**src/rtl/xcvr_dir_pkg.sv**
```systemverilog
// Constants and enumerations for the instrument-bus transceiver direction block
// What this block does
// - Data buffers follow chip data direction enable
// - Clear, remote, attention buffers always receive
// - Service request buffer always sends outward
// - End and handshake buffers follow handshake enable
// - Talker: data buffers outward, bus data blocked
// - Transceiver enables are active low
// - Serial poll holds data-valid path low
// - Talker drives data, end, data-valid outward
package xcvr_dir_pkg;
    localparam int unsigned DATA_WIDTH = 8;
    localparam logic [7:0] DATA_RESET = 8'h00;
    localparam logic ENABLE_ON = 1'b0;
    localparam logic ENABLE_OFF = 1'b1;
    typedef enum logic [2:0] {
        DIR_IDLE = 3'b001,
        DIR_LISTEN = 3'b010,
        DIR_TALK = 3'b100
    } hs_dir_e;
endpackage

```
**src/rtl/pin_sync.sv**
```systemverilog
// Two-stage synchroniser for a group of pin inputs
module pin_sync #(
    parameter int unsigned WIDTH = 1
) (
    // Clock and reset
    input wire logic clk,
    input wire logic rst,
    // Data
    input wire logic [WIDTH-1:0] async_in,
    output logic [WIDTH-1:0] sync_out
);
    logic [WIDTH-1:0] meta_reg;
    logic [WIDTH-1:0] meta_next;
    logic [WIDTH-1:0] sync_reg;
    logic [WIDTH-1:0] sync_next;

    always_comb
    begin
        meta_next = async_in;
        sync_next = meta_reg;
    end

    always_ff @(posedge clk or posedge rst)
    begin
        if (rst)
        begin
            meta_reg <= '0;
            sync_reg <= '0;
        end
        else
        begin
            meta_reg <= meta_next;
            sync_reg <= sync_next;
        end
    end

    assign sync_out = sync_reg;
endmodule // pin_sync

```
**src/rtl/xcvr_dir.sv**
```systemverilog
// Direction control for the instrument-bus transceivers
module xcvr_dir
    import xcvr_dir_pkg::*;
(
    // Clock and reset
    input wire logic clk,
    input wire logic rst,
    // Interface chip side
    input wire logic data_line_direction_enable,
    input wire logic handshake_direction_enable,
    input wire logic serial_poll_hold,
    input wire logic [xcvr_dir_pkg::DATA_WIDTH-1:0] chip_data_out,
    output logic [xcvr_dir_pkg::DATA_WIDTH-1:0] chip_data_in,
    input wire logic chip_eoi_out,
    input wire logic chip_dav_out,
    input wire logic chip_nrfd_out,
    input wire logic chip_ndac_out,
    input wire logic chip_srq_out,
    output logic chip_eoi_in,
    output logic chip_dav_in,
    output logic chip_nrfd_in,
    output logic chip_ndac_in,
    output logic chip_ifc_in,
    output logic chip_ren_in,
    output logic chip_atn_in,
    // Bus data lines
    input wire logic [xcvr_dir_pkg::DATA_WIDTH-1:0] bus_data_i,
    output logic [xcvr_dir_pkg::DATA_WIDTH-1:0] bus_data_o,
    output logic bus_data_oe_n,
    // Bus handshake and end lines
    input wire logic bus_eoi_i,
    input wire logic bus_dav_i,
    input wire logic bus_nrfd_i,
    input wire logic bus_ndac_i,
    output logic bus_eoi_o,
    output logic bus_dav_o,
    output logic bus_nrfd_o,
    output logic bus_ndac_o,
    output logic bus_talk_oe_n,
    output logic bus_listen_oe_n,
    // Bus receive-only and send-only lines
    input wire logic bus_ifc_i,
    input wire logic bus_ren_i,
    input wire logic bus_atn_i,
    output logic bus_srq_o,
    output logic bus_srq_oe_n
);
    import xcvr_dir_pkg::*;

    localparam int unsigned NSYNC = DATA_WIDTH + 7;

    logic [NSYNC-1:0] pins_sync;
    logic [DATA_WIDTH-1:0] s_data;
    logic s_eoi, s_dav, s_nrfd, s_ndac, s_ifc, s_ren, s_atn;

    // Bus pins come from another domain
    pin_sync #(
        .WIDTH(NSYNC)
    ) u_sync (
        .clk(clk),
        .rst(rst),
        .async_in({bus_data_i, bus_eoi_i, bus_dav_i, bus_nrfd_i, bus_ndac_i,
                   bus_ifc_i, bus_ren_i, bus_atn_i}),
        .sync_out(pins_sync)
    );
    assign {s_data, s_eoi, s_dav, s_nrfd, s_ndac, s_ifc, s_ren, s_atn} = pins_sync;

    hs_dir_e dir_reg, dir_next;
    logic data_oe_n_reg, data_oe_n_next;
    logic [DATA_WIDTH-1:0] data_o_reg, data_o_next;
    logic [DATA_WIDTH-1:0] data_in_reg, data_in_next;
    logic eoi_o_reg, eoi_o_next, dav_o_reg, dav_o_next;
    logic nrfd_o_reg, nrfd_o_next, ndac_o_reg, ndac_o_next;
    logic eoi_in_reg, eoi_in_next, dav_in_reg, dav_in_next;
    logic nrfd_in_reg, nrfd_in_next, ndac_in_reg, ndac_in_next;
    logic ifc_reg, ifc_next, ren_reg, ren_next, atn_reg, atn_next;
    logic srq_reg, srq_next;

    always_comb
    begin
        dir_next = handshake_direction_enable ? DIR_TALK : DIR_LISTEN;
        data_oe_n_next = data_line_direction_enable ? ENABLE_ON : ENABLE_OFF;
        data_o_next = chip_data_out;
        data_in_next = data_line_direction_enable ? data_in_reg : s_data;
        eoi_o_next = chip_eoi_out;
        // serial poll holds valid path low
        dav_o_next = serial_poll_hold ? 1'b0 : chip_dav_out;
        nrfd_o_next = chip_nrfd_out;
        ndac_o_next = chip_ndac_out;
        // end and data-valid pass only in listen direction; ready and accepted pass only in talk direction
        eoi_in_next = handshake_direction_enable ? eoi_in_reg : s_eoi;
        dav_in_next = handshake_direction_enable ? dav_in_reg : s_dav;
        nrfd_in_next = handshake_direction_enable ? s_nrfd : nrfd_in_reg;
        ndac_in_next = handshake_direction_enable ? s_ndac : ndac_in_reg;
        ifc_next = s_ifc;
        ren_next = s_ren;
        atn_next = s_atn;
        srq_next = chip_srq_out;
    end

    always_ff @(posedge clk or posedge rst)
    begin
        if (rst)
        begin
            dir_reg <= DIR_IDLE;
            data_oe_n_reg <= ENABLE_OFF;
            data_o_reg <= DATA_RESET;
            data_in_reg <= DATA_RESET;
            eoi_o_reg <= 1'b0;
            dav_o_reg <= 1'b0;
            nrfd_o_reg <= 1'b0;
            ndac_o_reg <= 1'b0;
            eoi_in_reg <= 1'b0;
            dav_in_reg <= 1'b0;
            nrfd_in_reg <= 1'b0;
            ndac_in_reg <= 1'b0;
            ifc_reg <= 1'b0;
            ren_reg <= 1'b0;
            atn_reg <= 1'b0;
            srq_reg <= 1'b0;
        end
        else
        begin
            dir_reg <= dir_next;
            data_oe_n_reg <= data_oe_n_next;
            data_o_reg <= data_o_next;
            data_in_reg <= data_in_next;
            eoi_o_reg <= eoi_o_next;
            dav_o_reg <= dav_o_next;
            nrfd_o_reg <= nrfd_o_next;
            ndac_o_reg <= ndac_o_next;
            eoi_in_reg <= eoi_in_next;
            dav_in_reg <= dav_in_next;
            nrfd_in_reg <= nrfd_in_next;
            ndac_in_reg <= ndac_in_next;
            ifc_reg <= ifc_next;
            ren_reg <= ren_next;
            atn_reg <= atn_next;
            srq_reg <= srq_next;
        end
    end

    assign bus_data_oe_n = data_oe_n_reg;
    assign bus_talk_oe_n = (dir_reg == DIR_TALK) ? ENABLE_ON : ENABLE_OFF;
    // listener group only when not talking
    assign bus_listen_oe_n = (dir_reg == DIR_LISTEN) ? ENABLE_ON : ENABLE_OFF;
    assign bus_srq_oe_n = ENABLE_ON;
    assign bus_data_o = data_o_reg;
    assign bus_eoi_o = eoi_o_reg;
    assign bus_dav_o = dav_o_reg;
    assign bus_nrfd_o = nrfd_o_reg;
    assign bus_ndac_o = ndac_o_reg;
    assign bus_srq_o = srq_reg;
    assign chip_data_in = data_in_reg;
    assign chip_eoi_in = eoi_in_reg;
    assign chip_dav_in = dav_in_reg;
    assign chip_nrfd_in = nrfd_in_reg;
    assign chip_ndac_in = ndac_in_reg;
    assign chip_ifc_in = ifc_reg;
    assign chip_ren_in = ren_reg;
    assign chip_atn_in = atn_reg;

    a_data_dir: assert property (@(posedge clk) disable iff (rst)
        data_line_direction_enable |=> (bus_data_oe_n == ENABLE_ON))
        else $error("data buffers not outward after direction enable");
    a_data_recv: assert property (@(posedge clk) disable iff (rst)
        !data_line_direction_enable |=> (bus_data_oe_n == ENABLE_OFF))
        else $error("data buffers driving while receive selected");
    a_srq_out: assert property (@(posedge clk) disable iff (rst)
        bus_srq_oe_n == ENABLE_ON ##1 bus_srq_o == $past(chip_srq_out))
        else $error("service request not passed outward");
    a_talk_block: assert property (@(posedge clk) disable iff (rst)
        data_line_direction_enable |=> $stable(chip_data_in))
        else $error("bus data reached chip while talking");
    a_hs_exclusive: assert property (@(posedge clk) disable iff (rst)
        !(bus_talk_oe_n == ENABLE_ON && bus_listen_oe_n == ENABLE_ON))
        else $error("both handshake groups driven");
    a_hs_dir: assert property (@(posedge clk) disable iff (rst)
        handshake_direction_enable |=> bus_talk_oe_n == ENABLE_ON)
        else $error("talk group not enabled");
    a_poll_hold: assert property (@(posedge clk) disable iff (rst)
        serial_poll_hold |=> !bus_dav_o)
        else $error("data valid not held low in serial poll");
    a_recv_only: assert property (@(posedge clk) disable iff (rst)
        $rose(bus_atn_i) |-> ##3 chip_atn_in)
        else $error("attention not received within three cycles");
    a_talk_drive: assert property (@(posedge clk) disable iff (rst)
        (handshake_direction_enable && !serial_poll_hold) |=> bus_dav_o == $past(chip_dav_out))
        else $error("talker data valid not driven");
    a_talk_freeze: assert property (@(posedge clk) disable iff (rst)
        handshake_direction_enable |=> ($stable(chip_eoi_in) && $stable(chip_dav_in)))
        else $error("bus end or data valid reached chip while talking");
    a_listen_freeze: assert property (@(posedge clk) disable iff (rst)
        !handshake_direction_enable |=> ($stable(chip_nrfd_in) && $stable(chip_ndac_in)))
        else $error("bus ready or accepted reached chip while listening");
    a_listen_dir: assert property (@(posedge clk) disable iff (rst)
        !handshake_direction_enable |=> (bus_listen_oe_n == ENABLE_ON))
        else $error("listen group not enabled");
    a_data_drive: assert property (@(posedge clk) disable iff (rst)
        data_line_direction_enable |=> (bus_data_o == $past(chip_data_out)))
        else $error("talker data not driven outward");
    a_ifc_recv: assert property (@(posedge clk) disable iff (rst)
        $rose(bus_ifc_i) |-> ##3 chip_ifc_in)
        else $error("interface clear not received within three cycles");
    c_talk: cover property (@(posedge clk) disable iff (rst)
        bus_talk_oe_n == ENABLE_ON && bus_data_oe_n == ENABLE_ON);
    c_listen: cover property (@(posedge clk) disable iff (rst)
        bus_listen_oe_n == ENABLE_ON && bus_data_oe_n == ENABLE_OFF);
    c_poll: cover property (@(posedge clk) disable iff (rst)
        serial_poll_hold ##1 !serial_poll_hold);
    c_srq: cover property (@(posedge clk) disable iff (rst)
        bus_srq_o);
    c_hs_swap: cover property (@(posedge clk) disable iff (rst)
        bus_talk_oe_n == ENABLE_ON ##1 bus_listen_oe_n == ENABLE_ON);
endmodule // xcvr_dir

```
**config.mk**
```make
export PLATFORM = sky130hd
export DESIGN_NAME = xcvr_dir
export DESIGN_NICKNAME = d
export VERILOG_FILES = /design/src/rtl/xcvr_dir_pkg.sv /design/src/rtl/pin_sync.sv /design/src/rtl/xcvr_dir.sv
export SDC_FILE = /design/constraint.sdc
export NUM_CORES = 1
export LEC_CHECK = 0
export BUFFER_PORTS_ARGS = -buffer_cell sky130_fd_sc_hd__buf_2
export CAP_MARGIN = 20
export CORE_MARGIN = 5
export CORE_UTILIZATION = 42
export DETAILED_ROUTE_END_ITERATION = 12
export MAX_ROUTING_LAYER = met4
export PLACE_DENSITY = 0.72
export SETUP_SLACK_MARGIN = 0.15
export SLEW_MARGIN = 25
export SYNTH_ARGS = -nofsm -noshare
export SYNTH_HDL_FRONTEND = slang
export SYNTH_HIERARCHICAL = 1
export SYNTH_SLANG_ARGS = --single-unit
```
**constraint.sdc**
```tcl
create_clock -name clk -period 0.8 [get_ports clk]
set_input_delay 0.08 -clock clk [delete_from_list [all_inputs] [get_ports clk]]
set_output_delay 0.08 -clock clk [all_outputs]
set_load 0.02 [all_outputs]
```
Word-level counts from Yosys, hierarchy flattened
Index checks and enable logic that the tools add are counted.
- reduce and logical (&&, ||, !) cells: 0
- div/mod/pow operators: 0
- bitwise gates (word level): 0
- equal/unequal tests: 2
- shift operators: 0
- multiplexer cells: 5
- add/subtract/negate cells: 0
- order comparisons: 0
- multiply operators: 0
- operators by type and width (cell ; count):
    two-way mux 1 bit ; 4
    equality test 3 x 2 -> 1 bit, second input constant ; 1
    equality test 3 bit, second input constant ; 1
    two-way mux 3 bit ; 1
- input bits: 33
- output and inout bits: 32
- latch bits: 0
- bits in read-only memories: 0
- memories: 0
- word-level logic and storage cells: 25
- bits in writable memories: 0
- register bits after elaboration: 62

Longest topological paths before layout
- depth after elaboration: 2
- depth in mapped cells: 2
- gate-level depth less buffers: 1

Modules after synthesis
The synthesis kept the hierarchy.
- modules (own cells, without submodules) (module ; times used ; seq. area each (um^2) ; area an instance (um^2) ; cells an instance):
    xcvr_dir ; 1 ; 803.3 ; 1026.0 ; 53
    pin_sync ; 1 ; 750.7 ; 754.5 ; 31

Worst setup path after synthesis
Ideal clock, no wire load.
- path kind: register to output
- start point: reg dir_reg[2]
- end point: out bus_listen_oe_n
- required time: 720 ps
- data arrival time: 809 ps
- stages on the path, launching flop included: 2
- path buffers: 0
- slack: -89 ps
- cell sequence: dfrtp_1 or3b_1
- cells in the longest elaborated chain, start to end: 2
- RTL lines (element ; RTL line ; RTL):
    start, declared ; xcvr_dir.sv:68 ; hs_dir_e dir_reg, dir_next;
    start signal, assigned ; xcvr_dir.sv:124 ; dir_reg <= dir_next;
    equality test 3 x 2 -> 1 bit ; xcvr_dir.sv:146 ; assign bus_listen_oe_n = (dir_reg == DIR_LISTEN) ? ENABLE_ON : ENABLE_OFF;
    two-way mux 1 bit ; xcvr_dir.sv:146 ;
    end, declared ; xcvr_dir.sv:40 ; output logic bus_listen_oe_n,
Every way passes these cells.

Final worst setup path
Ends and elaborated chain as after synthesis.

==> flow_metrics.tcl <==
set metrics [dict create \
    outcome "finished, violations left" \
    violations "setup timing" \
    post-route-min-period_ns 1.29 \
    cts_sinks 62 \
    final_antenna_net_count 0 \
    cp_num_buf_inv 1 \
    via_per_inst 4.21 \
    synth_area_mm2 0.00178 \
    wl_per_cell_um 15.7 \
    nets 233 \
    required_ns 0.72 \
    maxCapViolations 0 \
    rows 23 \
    hold_ws_ns 0.0790 \
    synthTopCellsByArea "dfrtp_1, mux2_4, dfstp_2" \
    hold_class "input port to register" \
    routabilityCongestion 0.653 \
    skew_ns 0.00689 \
    setup_viol 41 \
    root_buffer "clkbuf_8" \
    numPortBuffers 63 \
    startpoint "dir_reg[2]" \
    fin_setup_tns_ns -5.90 \
    path_max_fanout 2 \
    htreeDepth 3 \
    critical_path_depth 2 \
    cts_tree "done" \
    drc 0 \
    grt_max_degree 33 \
    overflow 0 \
    clk_pin_slew_ns 0.06 \
    critPathTopFamily "flip-flops" \
    r2r_slack_ns -0.13 \
    drive_above_1_share_pct 56.6 \
    worst_setup_path_end_kind "primary output" \
    p_leak_nw 1.46 \
    grt_setup_unrepaired "true" \
    dieArea_mm2 0.00564 \
    syn_inst 84 \
    diodes 0 \
    r2r_start "chip_data_in[6]" \
    slew_violations 0 \
    ys_seq_area_share_pct 87.3 \
    setup_ws_ns -0.493 \
    synthDistinctLibCells 10 \
    critPathKind "register to primary output" \
    worst_path_largest_cell_delay_ns 0.38 \
    drtPass1Iterations 3 \
    cts_buffer_depth 2 \
    path_cells "or3b_4, buf_6" \
    cp.arrival_ns 1.21 \
    core_mm2 0.00406 \
    fillerInstances 241 \
    r2r_end "chip_data_in[6]" \
    synth-warning-count 6 \
    worstSetupEndpoint "bus_listen_oe_n" \
    cts_buffers 9 \
    p_per_area_mw_per_mm2 2270 \
    areaGrowthSynthToFinish_pct 69.9 \
    worstRegToRegCells 2 \
    drt_iter0_markers 41 \
    dieWidth_um 75.1 \
    synth_top_area_share_pct 84.3 \
    ios 65 \
    finalWirelength_um 4010 \
    grt_antenna_before_repair 0 \
    yosysTopAreaCell "dfrtp_1" \
    die_h_um 75.1 \
    vias 1073 \
    irDropWorstVdd_mv 1.10 \
    period_share_pct 162 \
    synth_seq_cells 62 \
    clk-insertion-delay-late_ns 0.32 \
    grt_pass1_vias 1164 \
    timing.fmax_ghz 0.773 \
    start_util_pct 43.9 \
    grt_pass1_wl_um 5640 \
    syn_area_per_cell_um2 21.2 \
    worst_setup_path_start_kind "register" \
    dp_hpwl_um 2220 \
    report.final.hold_viol_count 0 \
    slowest_stage "dfrtp_1" \
    grt_usage_pct 15.3 \
]
routing by layer:
metal  part of all wire, %  track usage (%)  up-vias
met5                     0                -        -
li1                      -                -      494
met4                   2.3             8.70        0
met2                    54             25.3       46
met1                    37             14.9      525
met3                   7.4             6.41        8
cells in the mapped netlist:
cell type / number
conb_1: 1
dfrtp_1: 60
mux2_4: 8
inv_1: 4
or3b_1: 2
dfstp_2: 2
nor2b_1: 1
buf_6: 1
buf_4: 1
mux2_2: 4
power by group:
part	switching (W)	internal [W]	leakage, nW
combinational	0.000362	0.000565	0.657
clock	0.00104	0.00144	0.0887
sequential	0.000111	0.00334	0.710
cell type report:
cell class	count	area [µm²]	share of cell area, %
Timing Repair Buffer	106	977	32.3
Inverter	4	22.5	0.744
Clock buffer	14	143	4.71
Multi-Input combinational cell	17	216	7.15
Sequential cell	62	1570	51.9
Clock inverter	2	35.0	1.16
Tap cell	50	62.6	2.07
cell families after synthesis:
family / Yosys count / synth area share, %
flops: 62 / 87.3
buf+inv: 6 / 1.90
mux: 12 / 9.28
other cells: 1 / 0.211
simple gates: 3 / 1.34
placed cells by master (no fill, tap or decap):
| cell | count |
|---|---|
| bufinv_16 | 1 |
| clkbuf_4 | 1 |
| clkbuf_1 | 5 |
| clkinv_2 | 1 |
| or3b_4 | 2 |
| dfrtp_1 | 48 |
| dfrtp_2 | 12 |
| conb_1 | 2 |
| clkbuf_8 | 9 |
| dlygate4sd3_1 | 30 |
| dlymetal6s4s_1 | 1 |
| nor2b_1 | 1 |
| buf_6 | 41 |
| mux2_4 | 12 |
| inv_1 | 2 |
| buf_12 | 2 |
| buf_2 | 31 |
| clkinvlp_4 | 2 |
| dfstp_2 | 2 |
timing repair:
action / 4_1_cts / 5_1_grt
gates resized for setup: 70 / 6
setup endpoints to repair: 43 / 44
setup buffers: 8 / 2
hold buffers: 31 / 0
hold endpoints to repair: 90 / 0
per-stage QoR:
step,instance area (µm²),setup slack (ns),utilization (%),total power [W],std cells
final,3030,-0.493,74.6,0.00686,255
after global routing,3030,-0.538,74.6,0.00714,255
after CTS,2990,-0.509,73.7,0.00687,253
after detailed placement,2220,-0.170,54.7,0.00403,198
after global placement,2220,-0.156,54.7,0.00400,198
after floorplan,1820,-0.0458,-,0.00377,85
worst register-to-register path: stages (launching register included):
cell and delay, ns:
dfrtp_2 0.42, buf_6 0.12, mux2_4 0.26
worst min-delay path by stage:
stage               slack (ns)                  to                  startpoint  depth (start not counted)
floorplan               -0.004  u_sync/meta_reg[0]                         rst                          1
global placement          0.14  u_sync/sync_out[6]                         rst                          3
detailed placement        0.15        chip_nrfd_in                         rst                          3
CTS                       0.06       bus_data_oe_n  data_line_direction_enable                          2
global route              0.08       bus_data_oe_n  data_line_direction_enable                          2
finish                    0.08       bus_data_oe_n  data_line_direction_enable                          2
(Power assumes the default switching activity.)
